**config.mk**
```make
export PLATFORM = sky130hd
export DESIGN_NAME = lsp_slice
export DESIGN_NICKNAME = d
export VERILOG_FILES = /design/src/lsp_pkg.sv /design/src/lsp_slice.sv /design/src/lsp_storage_flop.sv /design/src/lsp_wide_mux.sv
export SDC_FILE = /design/constraint.sdc
export NUM_CORES = 1
export LEC_CHECK = 0
export ABC_CLOCK_PERIOD_IN_PS = 2150
export BUFFER_PORTS_ARGS = -buffer_cell sky130_fd_sc_hd__buf_2
export CORE_MARGIN = 5
export CORE_UTILIZATION = 54
export DETAILED_ROUTE_END_ITERATION = 10
export PLACE_DENSITY = 0.82
export SKIP_LAST_GASP = 1
export SLEW_MARGIN = 20
export SYNTH_ARGS = -nofsm -noshare
export SYNTH_HDL_FRONTEND = slang
export SYNTH_HIERARCHICAL = 1
export SYNTH_SLANG_ARGS = --single-unit
```
**constraint.sdc**
```tcl
create_clock -name sys_clk -period 2.15 [get_ports sys_clk]
set_clock_uncertainty 0.1 [all_clocks]
set_input_delay 0.215 -clock sys_clk [delete_from_list [all_inputs] [get_ports sys_clk]]
set_output_delay 0.215 -clock sys_clk [all_outputs]
set_load 0.02 [all_outputs]
```
**src/lsp_pkg.sv**
```systemverilog
`default_nettype none
package lsp_pkg;
   // Carry block geometry
   localparam int CARRY_W = 4;
   localparam int CARRY_MSB = 3;
   // Distributed RAM geometry, single and dual port default depth 64
   localparam int RAM_AW_DEFAULT = 6;
   localparam int QUAD_AW = 5;
   localparam int QUAD_DW = 2;
   // Addressable shift register geometry
   localparam int SRL_DEPTH = 32;
   localparam int SRL_AW = 5;
   localparam int SRL_TAIL = 31;
   localparam logic [31:0] SRL_RESET = 32'h0000_0000;
   // Storage element forced and power-up values
   localparam logic FF_CLEAR_VAL = 1'h0;
   localparam logic FF_PRESET_VAL = 1'h1;
   localparam int FF_COUNT = 4;

   // Source of the carry into the lowest bit
   typedef enum logic [1:0] {
      LSP_CY_ADD,
      LSP_CY_SUB,
      LSP_CY_BYPASS,
      LSP_CY_CASCADE
   } lsp_carry_src_t;

   typedef struct packed {
      logic [CARRY_W-1:0] generate_terms;
      logic [CARRY_W-1:0] propagate_terms;
   } lsp_carry_in_t;

   typedef struct packed {
      logic [CARRY_W-1:0] sum;
      logic [CARRY_W-1:0] per_bit_carry_out;
      logic chain_carry_out;
   } lsp_carry_out_t;

   typedef struct packed {
      logic [QUAD_AW-1:0] port_a_address;
      logic [QUAD_AW-1:0] port_b_address;
      logic [QUAD_AW-1:0] port_c_address;
      logic [QUAD_AW-1:0] port_d_address;
   } lsp_quad_addr_t;

   typedef struct packed {
      logic [QUAD_DW-1:0] port_a_read_out;
      logic [QUAD_DW-1:0] port_b_read_out;
      logic [QUAD_DW-1:0] port_c_read_out;
      logic [QUAD_DW-1:0] port_d_read_out;
   } lsp_quad_data_t;
endpackage
`default_nettype wire

```
**src/lsp_slice.sv**
```systemverilog
`timescale 1ns/1ps
`default_nettype none
// Function
// - A two-input wide mux passes input zero on low select, input one on high
// - First level joins two lookup outputs; second level joins both first-level muxes
// - Carry block gives a carry per bit; the top one is the chain output
// - Carry block accepts the previous block's chain carry as its input
// - Data inputs are per-bit generate terms, select inputs per-bit propagate terms
// - First carry is zero for add, one for subtract, or bypass input
// - RAM set covers single, dual and quad port, 32 to 256 bits deep
// - All RAM ports read the same cells through their own addresses
// - RAM data is one bit wide except quad port, which is multi-bit
// - Active write edge with enable stores data; without enable nothing changes
// - RAM write clock polarity selectable, rising edge by default
// - Read outputs follow addresses continuously; write port shows new data after write
// - Shift enable loads serial input into bit zero and moves bits up
// - Five-bit address selects which of bits 0 to 31 is read
// - Cascade output always shows bit 31 and updates after each shift
// - Addressed shift read follows address changes without a clock edge
// - Shift clock polarity selectable, rising edge by default
// - Clock enable low ignores data; set and reset override the enable
// - Sync reset variant forces low at the edge and powers up low
// - Sync set variant forces high at the edge and powers up high
// - Async clear variant forces low at once and powers up low
// - Async preset variant forces high at once and powers up high
module lsp_slice #(
   parameter int RAM_AW = lsp_pkg::RAM_AW_DEFAULT,
   parameter bit RAM_CLK_INV = 1'b0,
   parameter bit SHIFT_CLK_INV = 1'b0,
   parameter bit FF_CLK_INV = 1'b0
) (
   // Clock and power-up reset
   input wire logic sys_clk,
   input wire logic rst,
   // Wide multiplexers
   input wire logic [3:0] lut_out,
   input wire logic [1:0] pair_select,
   input wire logic top_select,
   output logic lower_pair_mux_out,
   output logic upper_pair_mux_out,
   output logic top_level_mux_out,
   // Four-bit carry block
   input wire lsp_pkg::lsp_carry_in_t carry_terms,
   input wire lsp_pkg::lsp_carry_src_t first_carry_source,
   input wire logic bypass_a_input,
   input wire logic cascade_carry_input,
   output lsp_pkg::lsp_carry_out_t carry_result,
   // Single and dual port distributed RAM
   input wire logic port_d_write_enable,
   input wire logic [RAM_AW-1:0] ram_address,
   input wire logic [RAM_AW-1:0] second_read_address,
   input wire logic ram_write_data,
   output logic primary_read_out,
   output logic secondary_read_out,
   // Quad port distributed RAM
   input wire logic quad_write_enable,
   input wire lsp_pkg::lsp_quad_addr_t quad_address,
   input wire logic [lsp_pkg::QUAD_DW-1:0] quad_write_data,
   output lsp_pkg::lsp_quad_data_t quad_read_out,
   // Addressable shift register
   input wire logic shift_enable,
   input wire logic shift_data_in,
   input wire logic [lsp_pkg::SRL_AW-1:0] shift_address,
   output logic shift_addressed_out,
   output logic shift_tail_out,
   // Storage elements
   input wire logic ff_enable,
   input wire logic [lsp_pkg::FF_COUNT-1:0] ff_data,
   input wire logic sync_reset_in,
   input wire logic sync_set_in,
   input wire logic async_clear_in,
   input wire logic async_preset_in,
   output logic [lsp_pkg::FF_COUNT-1:0] ff_q
);
   ////////////////////////////////////////////////////////////////////////
   // Wide multiplexers: two pair muxes feed the top mux
   lsp_wide_mux u_lower_pair_mux (
      .data_in_zero (lut_out[0]),
      .data_in_one (lut_out[1]),
      .sel (pair_select[0]),
      .mux_out (lower_pair_mux_out)
   );
   lsp_wide_mux u_upper_pair_mux (
      .data_in_zero (lut_out[2]),
      .data_in_one (lut_out[3]),
      .sel (pair_select[1]),
      .mux_out (upper_pair_mux_out)
   );
   lsp_wide_mux u_top_level_mux (
      .data_in_zero (lower_pair_mux_out),
      .data_in_one (upper_pair_mux_out),
      .sel (top_select),
      .mux_out (top_level_mux_out)
   );

   ////////////////////////////////////////////////////////////////////////
   // Carry block
   logic first_carry;
   logic [lsp_pkg::CARRY_W:0] carry_chain;

   // Lowest carry: constant for add or subtract, bypass pin, or cascade in
   always_comb begin
      case (first_carry_source)
         lsp_pkg::LSP_CY_ADD: first_carry = 1'h0;
         lsp_pkg::LSP_CY_SUB: first_carry = 1'h1;
         lsp_pkg::LSP_CY_BYPASS: first_carry = bypass_a_input;
         lsp_pkg::LSP_CY_CASCADE: first_carry = cascade_carry_input;
         default: first_carry = 1'h0;
      endcase
   end

   assign carry_chain[0] = first_carry;

   // Per-bit carry mux and sum xor; the ripple is the whole lookahead here
   genvar gi;
   generate
      for (gi = 0; gi < lsp_pkg::CARRY_W; gi++) begin : g_carry
         assign carry_chain[gi+1] = carry_terms.propagate_terms[gi] ?
            carry_chain[gi] : carry_terms.generate_terms[gi];
         assign carry_result.sum[gi] =
            carry_terms.propagate_terms[gi] ^ carry_chain[gi];
      end
   endgenerate

   // Every carry comes out, the top one also drives the chain output
   assign carry_result.per_bit_carry_out = carry_chain[lsp_pkg::CARRY_W:1];
   assign carry_result.chain_carry_out = carry_chain[lsp_pkg::CARRY_W];

   ////////////////////////////////////////////////////////////////////////
   // Single and dual port RAM, one bit wide, depth set by RAM_AW (5 to 8)
   logic ram_clk;
   logic ram_cells [2**RAM_AW];
   // Cells power up unknown; nothing may rely on a read before the first write

   // Polarity option only, the write path itself is unchanged
   assign ram_clk = sys_clk ^ RAM_CLK_INV;

   // Write port; contents are not reset, as in a real lookup-table RAM
   always_ff @(posedge ram_clk) begin
      if (port_d_write_enable) begin
         ram_cells[ram_address] <= ram_write_data;
      end
   end

   // Both reads are combinational on the shared cells
   assign primary_read_out = ram_cells[ram_address];
   assign secondary_read_out = ram_cells[second_read_address];

   ////////////////////////////////////////////////////////////////////////
   // Quad port RAM: three read ports and one read/write port on one array
   logic [lsp_pkg::QUAD_DW-1:0] quad_cells [2**lsp_pkg::QUAD_AW];

   always_ff @(posedge ram_clk) begin
      if (quad_write_enable) begin
         quad_cells[quad_address.port_d_address] <= quad_write_data;
      end
   end

   // Each port reads independently through its own address
   assign quad_read_out.port_a_read_out = quad_cells[quad_address.port_a_address];
   assign quad_read_out.port_b_read_out = quad_cells[quad_address.port_b_address];
   assign quad_read_out.port_c_read_out = quad_cells[quad_address.port_c_address];
   assign quad_read_out.port_d_read_out = quad_cells[quad_address.port_d_address];

   ////////////////////////////////////////////////////////////////////////
   // Addressable shift register, 32 deep, with tail cascade output
   logic shift_clk;
   logic [lsp_pkg::SRL_DEPTH-1:0] shift_bits;

   assign shift_clk = sys_clk ^ SHIFT_CLK_INV;

   // Shift up by one on enable, bit zero takes the serial input
   always_ff @(posedge shift_clk) begin
      if (rst) begin
         shift_bits <= lsp_pkg::SRL_RESET;
      end else if (shift_enable) begin
         shift_bits <= {shift_bits[lsp_pkg::SRL_DEPTH-2:0], shift_data_in};
      end
   end

   // Address read is combinational so a moving address sees no delay
   assign shift_addressed_out = shift_bits[shift_address];
   // Tail ignores the address and moves only with a shift or with rst, which clears it
   assign shift_tail_out = shift_bits[lsp_pkg::SRL_TAIL];

   ////////////////////////////////////////////////////////////////////////
   // Storage elements: one of each variant, all on one shared polarity
   lsp_storage_flop #(
      .ASYNC (1'b0),
      .FORCE_VAL (lsp_pkg::FF_CLEAR_VAL),
      .CLK_INV (FF_CLK_INV)
   ) u_sync_reset_flop (
      .sys_clk (sys_clk),
      .rst (rst),
      .ce (ff_enable),
      .d (ff_data[0]),
      .force_in (sync_reset_in),
      .q (ff_q[0])
   );
   lsp_storage_flop #(
      .ASYNC (1'b0),
      .FORCE_VAL (lsp_pkg::FF_PRESET_VAL),
      .CLK_INV (FF_CLK_INV)
   ) u_sync_set_flop (
      .sys_clk (sys_clk),
      .rst (rst),
      .ce (ff_enable),
      .d (ff_data[1]),
      .force_in (sync_set_in),
      .q (ff_q[1])
   );
   lsp_storage_flop #(
      .ASYNC (1'b1),
      .FORCE_VAL (lsp_pkg::FF_CLEAR_VAL),
      .CLK_INV (FF_CLK_INV)
   ) u_async_clear_flop (
      .sys_clk (sys_clk),
      .rst (rst),
      .ce (ff_enable),
      .d (ff_data[2]),
      .force_in (async_clear_in),
      .q (ff_q[2])
   );
   lsp_storage_flop #(
      .ASYNC (1'b1),
      .FORCE_VAL (lsp_pkg::FF_PRESET_VAL),
      .CLK_INV (FF_CLK_INV)
   ) u_async_set_flop (
      .sys_clk (sys_clk),
      .rst (rst),
      .ce (ff_enable),
      .d (ff_data[3]),
      .force_in (async_preset_in),
      .q (ff_q[3])
   );

   ////////////////////////////////////////////////////////////////////////
   // Checks; edge-sensitive ones only apply at default rising polarity
   // Async forces are checked one edge after they rise, once the sampled value settles
   a_top_mux_path: assert property (@(posedge sys_clk) disable iff (rst)
      top_level_mux_out == (top_select ? lut_out[{1'b1, pair_select[1]}]
                                       : lut_out[{1'b0, pair_select[0]}]))
      else $error("top mux does not follow selects");

   a_mux_low_sel: assert property (@(posedge sys_clk) disable iff (rst)
      !pair_select[0] |-> lower_pair_mux_out == lut_out[0])
      else $error("low select did not pass input zero");

   a_mux_high_sel: assert property (@(posedge sys_clk) disable iff (rst)
      pair_select[1] |-> upper_pair_mux_out == lut_out[3])
      else $error("high select did not pass input one");

   a_carry_top_out: assert property (@(posedge sys_clk) disable iff (rst)
      (&carry_terms.propagate_terms && first_carry_source == lsp_pkg::LSP_CY_SUB)
      |-> carry_result.chain_carry_out && carry_result.sum == 4'h0)
      else $error("full propagate did not pass carry to chain output");

   a_carry_cascade: assert property (@(posedge sys_clk) disable iff (rst)
      (first_carry_source == lsp_pkg::LSP_CY_CASCADE && carry_terms.propagate_terms[0])
      |-> carry_result.per_bit_carry_out[0] == cascade_carry_input)
      else $error("cascade carry not used at bit zero");

   a_carry_bypass: assert property (@(posedge sys_clk) disable iff (rst)
      (first_carry_source == lsp_pkg::LSP_CY_BYPASS && carry_terms.propagate_terms[0])
      |-> carry_result.per_bit_carry_out[0] == bypass_a_input)
      else $error("bypass input not used as first carry");

   a_carry_add_sum: assert property (@(posedge sys_clk) disable iff (rst)
      first_carry_source == lsp_pkg::LSP_CY_ADD
      |-> carry_result.sum[0] == carry_terms.propagate_terms[0])
      else $error("add mode sum bit zero is not the propagate term");

   a_carry_generate: assert property (@(posedge sys_clk) disable iff (rst)
      !carry_terms.propagate_terms[lsp_pkg::CARRY_MSB]
      |-> carry_result.chain_carry_out == carry_terms.generate_terms[lsp_pkg::CARRY_MSB])
      else $error("generate term not taken when propagate low");

   a_ram_write_seen: assert property (@(posedge sys_clk) disable iff (rst)
      (!RAM_CLK_INV && port_d_write_enable) ##1 $stable(ram_address)
      |-> primary_read_out == $past(ram_write_data))
      else $error("written bit not shown on primary read");

   a_ram_no_write: assert property (@(posedge sys_clk) disable iff (rst)
      (!RAM_CLK_INV && !port_d_write_enable) ##1 $stable(second_read_address)
      |-> $stable(secondary_read_out))
      else $error("ram cell changed without write enable");

   a_ram_shared_cells: assert property (@(posedge sys_clk) disable iff (rst)
      (second_read_address == ram_address) |-> secondary_read_out == primary_read_out)
      else $error("ports disagree on same address");

   a_quad_write_seen: assert property (@(posedge sys_clk) disable iff (rst)
      (!RAM_CLK_INV && quad_write_enable) ##1 $stable(quad_address.port_d_address)
      |-> quad_read_out.port_d_read_out == $past(quad_write_data))
      else $error("quad write word not shown on port d");

   a_shift_move: assert property (@(posedge sys_clk) disable iff (rst)
      (!SHIFT_CLK_INV && shift_enable) ##1 !rst
      |-> shift_tail_out == $past(shift_bits[lsp_pkg::SRL_TAIL-1])
          && shift_bits[0] == $past(shift_data_in))
      else $error("shift did not move bits by one");

   a_shift_hold: assert property (@(posedge sys_clk) disable iff (rst)
      (!SHIFT_CLK_INV && !shift_enable) ##1 !rst |-> $stable(shift_bits))
      else $error("shift register moved without enable");

   a_shift_addr_zero: assert property (@(posedge sys_clk) disable iff (rst)
      (!SHIFT_CLK_INV && shift_enable) ##1 (!rst && shift_address == 5'h00)
      |-> shift_addressed_out == $past(shift_data_in))
      else $error("address zero does not show newest bit");

   a_flop_sync_reset: assert property (@(posedge sys_clk) disable iff (rst)
      (!FF_CLK_INV && sync_reset_in) |=> !ff_q[0])
      else $error("sync reset did not force low");

   a_flop_sync_set: assert property (@(posedge sys_clk) disable iff (rst)
      (!FF_CLK_INV && sync_set_in) |=> ff_q[1])
      else $error("sync set did not force high");

   a_flop_async_clear: assert property (@(posedge sys_clk) disable iff (rst)
      (async_clear_in && $past(async_clear_in)) |-> !ff_q[2])
      else $error("async clear not holding output low");

   a_flop_async_preset: assert property (@(posedge sys_clk) disable iff (rst)
      (async_preset_in && $past(async_preset_in)) |-> ff_q[3])
      else $error("async preset not holding output high");

   a_flop_ce_hold: assert property (@(posedge sys_clk) disable iff (rst)
      (!FF_CLK_INV && !ff_enable && !sync_reset_in) ##1 !rst |-> $stable(ff_q[0]))
      else $error("flop changed with enable low");

   a_flop_capture: assert property (@(posedge sys_clk) disable iff (rst)
      (!FF_CLK_INV && ff_enable && !sync_set_in) ##1 !rst |-> ff_q[1] == $past(ff_data[1]))
      else $error("enabled flop did not capture data");

   a_flop_async_capture: assert property (@(posedge sys_clk) disable iff (rst)
      (!FF_CLK_INV && ff_enable && !async_clear_in) ##1 (!rst && !async_clear_in)
      |-> ff_q[2] == $past(ff_data[2]))
      else $error("enabled async clear flop did not capture data");
endmodule
`default_nettype wire

```
**src/lsp_storage_flop.sv**
```systemverilog
`timescale 1ns/1ps
`default_nettype none
module lsp_storage_flop #(
   parameter bit ASYNC = 1'b0,
   parameter logic FORCE_VAL = 1'h0,
   parameter bit CLK_INV = 1'b0
) (
   // Clock and power-up
   input wire logic sys_clk,
   input wire logic rst,
   // Data and controls
   input wire logic ce,
   input wire logic d,
   input wire logic force_in,
   // Output
   output logic q
);
   logic flop_clk;

   // Inversion option on the clock pin; no gating, only a polarity choice
   assign flop_clk = sys_clk ^ CLK_INV;

   ////////////////////////////////////////////////////////////////////////
   generate
      if (ASYNC) begin : g_async
         // Clear or preset acts at once; power-up value equals the forced one
         always_ff @(posedge flop_clk or posedge force_in) begin
            if (force_in) begin
               q <= FORCE_VAL;
            end else if (rst) begin
               q <= FORCE_VAL;
            end else if (ce) begin
               q <= d;
            end
         end
      end else begin : g_sync
         // Reset or set wins over the enable at the active edge
         always_ff @(posedge flop_clk) begin
            if (rst) begin
               q <= FORCE_VAL;
            end else if (force_in) begin
               q <= FORCE_VAL;
            end else if (ce) begin
               q <= d;
            end
         end
      end
   endgenerate
endmodule
`default_nettype wire

```
**src/lsp_wide_mux.sv**
```systemverilog
`timescale 1ns/1ps
`default_nettype none
module lsp_wide_mux (
   // Data
   input wire logic data_in_zero,
   input wire logic data_in_one,
   // Control
   input wire logic sel,
   // Result
   output logic mux_out
);
   // Low select passes the first input, high the second
   assign mux_out = sel ? data_in_one : data_in_zero;
endmodule
`default_nettype wire

```
Word-level counts from Yosys, hierarchy flattened
Memory sizes are Yosys's and may differ from the RTL's.
Index checks and enable logic that the tools add are counted.
{"block": "word_totals", "register_bits": 36, "ram_bits": 128, "inputBits": 74, "word_cells": 37, "mem_count": 2}
{"block": "classes", "bitwise": 4, "n_mux": 18, "n_eq_ne": 3, "n_reduce_logical": 4, "magnitude_cmp": 1}
{"name": "quad_cells", "words": 32, "word_bits": 2, "rd": 4, "rd_clocked_by_memory_dff": 0, "write_ports": 1, "line": "lsp_slice.sv:151", "rtl": "logic [lsp_pkg::QUAD_DW-1:0] quad_cells [2**lsp_pkg::QUAD_AW];"}
{"name": "ram_cells", "words": 64, "word_bits": 1, "rd": 2, "rd_clocked_by_memory_dff": 0, "write_ports": 1, "line": "lsp_slice.sv:132", "rtl": "logic ram_cells [2**RAM_AW];"}
{"cell": "2-to-1 mux 1 bit", "n": 16}
{"cell": "less-than comparator 5 x 6 -> 1 bit, second input constant", "n": 1}
{"cell": "binary-select mux 1 bit (select 5 bit)", "n": 1}
{"cell": "== test 2 bit, second input constant", "n": 2}
{"cell": "case mux 1 bit (4 select lines)", "n": 1}
{"cell": "OR reduction 2 bit", "n": 2}
{"cell": "XOR 1 bit", "n": 4}
{"cell": "== test 2 x 1 -> 1 bit, second input constant", "n": 1}
{"cell": "zero test 2 bit", "n": 1}
{"cell": "nonzero test 2 bit", "n": 1}

Logic depth before layout (Yosys ltp)
{"block": "logic_depth", "word_depth": 6, "mapped_depth": 7, "ltp_nobuf": 5}

Hierarchy
The synthesis kept the hierarchy.
{"module": "lsp_slice", "n_inst": 1, "cells_each": 627, "seq_area_each_um2": 4484.3, "area_per_inst_um2": 9095.0}
{"module": "lsp_storage_flop at u_async_set_flop", "n_inst": 1, "cells_each": 4, "seq_area_each_um2": 26.3, "area_per_inst_um2": 45.0}
{"module": "lsp_wide_mux", "n_inst": 3, "cells_each": 1, "seq_area_each_um2": 0.0, "area_per_inst_um2": 15.0}
{"module": "lsp_storage_flop at u_async_clear_flop", "n_inst": 1, "cells_each": 4, "seq_area_each_um2": 25.0, "area_per_inst_um2": 42.5}
{"module": "lsp_storage_flop at u_sync_reset_flop", "n_inst": 1, "cells_each": 3, "seq_area_each_um2": 20.0, "area_per_inst_um2": 40.0}
{"module": "lsp_storage_flop at u_sync_set_flop", "n_inst": 1, "cells_each": 4, "seq_area_each_um2": 20.0, "area_per_inst_um2": 37.5}

Worst setup path before layout
No wires, ideal clock.
{"block": "synth_timing", "kind": "input-to-output", "startpoint": "input port first_carry_source[1]", "endpoint": "output port carry_result[4] in the netlist's numbering", "path_slack_ps": -431, "stages": 6, "arrival_time_ps": 2266, "cell_sequence": "and3b_1 -> o31ai_1 -> mux2i_1 -> a21o_1 -> a21oi_1 -> buf_4"}
{"element": "start, declared", "line": "lsp_slice.sv:44", "rtl": "input wire lsp_pkg::lsp_carry_src_t first_carry_source,"}
{"element": "end, declared", "line": "lsp_slice.sv:47", "rtl": "output lsp_pkg::lsp_carry_out_t carry_result,"}

==> key figures <==
STA
  • Fmax: 379 MHz
  • Worst-margin pin slew: 953 ps
  • Setup Viol. Count Final: 11
  • RSZ-0062 raised after global routing: yes
  • Final hold viol count: 1
  • Final WS setup: -488 ps
  • Min Hold Slack: -0.507 ps
  • Period utilization: 1.23
  • Fin crit period: 2640 ps
  • Pins Over Slew Limit: 0
  • Max transition margin: 0.365

Finish
  • N_diodes: 0
  • Layout cells sized above 1: 0.414
  • Non-filler instance count after layout: 1006
  • Final #Nets: 842
  • Fillers: 1243
  • Final Util: 0.643
  • Layout area overhead: 18.3%

Critical path
  • CP max stage cell: mux4_2
  • Data arrival, critical path: 2320 ps
  • Crit path capture type: output pin
  • CP Data Required Time: 1840 ps
  • Critical Path, Cell by Cell: mux4_2 > mux4_2 > mux2_4 > buf_6
  • Worst path max stage delay: 530 ps
  • Buf/Inv on CP: 1
  • Top cell family by delay on the critical path: multiplexers
  • R2r setup slk: 660 ps
  • Worst Path Max Fanout: 4
  • Crit Path Category: flop to output pin
  • Startpoint Class: flop
  • CP most frequent cell: mux4_2

Clock tree
  • CTS tree: built
  • Clk root buf: clkbuf_16
  • Clk slew on worst S/H paths: 70 ps
  • Clock Path Buffers: 2
  • Worst-Skew Late Latency: 430 ps
  • CTS Buf Count: 17
  • H-tree depth: 4
  • Clk sinks: 164

Detailed routing
  • Via Count: 6426
  • Met3 Wirelength: 1640 um
  • Max Used Layer: met4
  • Routed WL per cell: 21.9 um
  • Drt first pass iters: 5
  • DRC viols: 0
  • Via density: 6.39
  • DRT iter0 DRCs: 656
  • Metal2 WL: 11500 um
  • Post-Route M1 WL: 8160 um
  • Post-route ant nets: 0
  • Routed WL: 22000 um

Place
  • Placed Instances: 957
  • Hpwl dp: 15600 um
  • Gpl congestion: 0.967
  • Buffers on Ports: 101

Global routing
  • Initial antenna violation count: 0
  • Largest net degree at the start of global routing: 65
  • GRT Util Overall: 0.228
  • Vias in the first global route: 6715
  • Global-route wire length before repair: 35200 um
  • Gr ovfl total: 0

Power and ir drop
  • Reg power frac: 0.473
  • IR drop worst, VDD: 0.000604 V
  • Pwr dens: 666 nW/um^2
  • Combinational share of power: 0.140
  • Int Pwr: 5.46 mW
  • Clk network pwr share: 0.387
  • Switching Share: 0.255
  • Leak: 3.94 nW
  • P_sw: 1.87 mW

Die
  • Core area: 17100 sq um
  • Initial Utilization: 0.544
  • Boundary pin count: 102
  • Die Wd: 141 um
  • Die area: 20000 sq um
  • Die Y: 141 um
  • Row count: 48

Yosys
  • #FFs+latches synth: 164
  • Top post-synthesis cells by count: nor2_1 (140), edfxtp_1 (128), mux4_2 (97), mux2i_1 (43), dfxtp_1 (34)
  • Syn. warnings: 6
  • Seq/Total Area, Yosys: 0.492
  • Mapped Cells: 645
  • Asr flop ratio synth: 0.0122
  • Synth Flop Type: edfxtp_1
  • Area share of the largest cell type after synthesis: 0.413
  • Syn nets: 719
  • Synth cell types: 49
  • Synth Cell Area: 9310 sq um
  • EDFF count, synth: 128
  • Most numerous cell in the Yosys netlist: nor2_1
  • Syn_area_per_cell: 14.4 sq um
  • Largest cells by area after synthesis: edfxtp_1 (41%), mux4_2 (23%), dfxtp_1 (7.3%)
  • Post-synth top area cell: edfxtp_1

Status
  • Failing checks: hold timing, setup timing
  • Status: complete, but fails checks

Worst hold path
  • Worst Hold Class: input pin to flop

Job
  • Max Cap Viol: 0
-- layout by cell type (no fill, tap or decap), types with 15 or more instances in the layout --
| master | n |
|---|---|
| buf_2 | 92 |
| buf_4 | 35 |
| clkbuf_16 | 17 |
| mux2i_1 | 43 |
| nor2_1 | 140 |
| nand2_1 | 15 |
| nand3_1 | 15 |
| dfxtp_1 | 26 |
| edfxtp_1 | 128 |
| mux4_2 | 109 |
-- tightest hold or removal path, delay by kind of cell --
kind / cells / cell delay (ps)
AND/OR/NAND/NOR: 1 / 100
buffers and inverters: 1 / 80
multiplexers: 1 / 90
-- state kept, by name, summed over array words and instances (netlist names) --
name	flops
quad_cells	64
ram_cells	64
shift_bits	32
u_async_clear_flop/q	1
u_async_set_flop/q	1
u_sync_reset_flop/q	1
u_sync_set_flop/q	1
-- stage by stage --
step	setup TNS [ps]	setup WS, ps	instance area (sq um)	power [mW]
2_1_floorplan	0	9.19	9320	4.15
3_3_place_gp	-984	-134	10200	4.45
3_5_place_dp	-1220	-155	10200	4.48
4_1_cts	-4200	-481	11000	7.33
5_1_grt	-4800	-524	11000	7.59
6_report	-4290	-488	11000	7.33
-- logic make-up after synthesis --
kind of cell              Yosys count  synth area share
buffers and inverters              61            0.0320
muxes                             171             0.347
DFF                               164             0.492
xor gates and xnor gates            3           0.00282
AOI/OAI and AO/OA                  34            0.0253
and+or+nand+nor                   212             0.101
-- final timing paths --
| path | start | end | cells past startpoint |
|---|---|---|---|
| worst max-delay path | quad_cells[30][0] | quad_read_out[6] | 4 |
| worst min-delay path | ff_data[0] | u_sync_reset_flop/q | 3 |
| worst max register to register | u_async_set_flop/q | u_async_set_flop/q | 3 |
| worst min register to register | shift_bits[4] | shift_bits[5] | 2 |
| max in group asynchronous | async_preset_in | u_async_set_flop/q | 3 |
| min in group asynchronous | async_clear_in | u_async_clear_flop/q | 3 |
-- final cells by class --
class                      instances  area (sq um)  area share
sequential                       164          4590       0.417
multi-input combinational        420          4470       0.406
timing repair buffer             153          1070      0.0976
clock buffer                      18           429      0.0390
tap                              225           282      0.0256
clock inverter                    14           120      0.0109
inverter                          12          45.0     0.00409
-- repair_timing --
| item | CTS | global route |
|---|---|---|
| pin swaps | 6 | 1 |
| endpoints found under the hold margin | 7 | 0 |
| buffers inserted | 7 | 1 |
| hold buffers | 9 | 0 |
| setup endpoints to repair | 11 | 11 |
| gates resized for setup | 43 | 13 |
-- routing by layer --
| metal | global-route usage | up-vias |
|---|---|---|
| met5 | 0 | - |
| met4 | 0.0867 | 0 |
| li1 | - | 2801 |
| met1 | 0.283 | 3233 |
| met2 | 0.392 | 334 |
| met3 | 0.0499 | 58 |
-- power groups by stage --
stage	clock [mW]	sequential (mW)	combinational (mW)
after floorplan	0	3.53	0.618
after global placement	0	3.53	0.919
after detailed placement	0	3.53	0.941
after CTS	2.87	3.46	1.00
after global routing	3.03	3.47	1.09
final	2.84	3.47	1.02
Note: power is estimated with default switching activity, not from simulation.
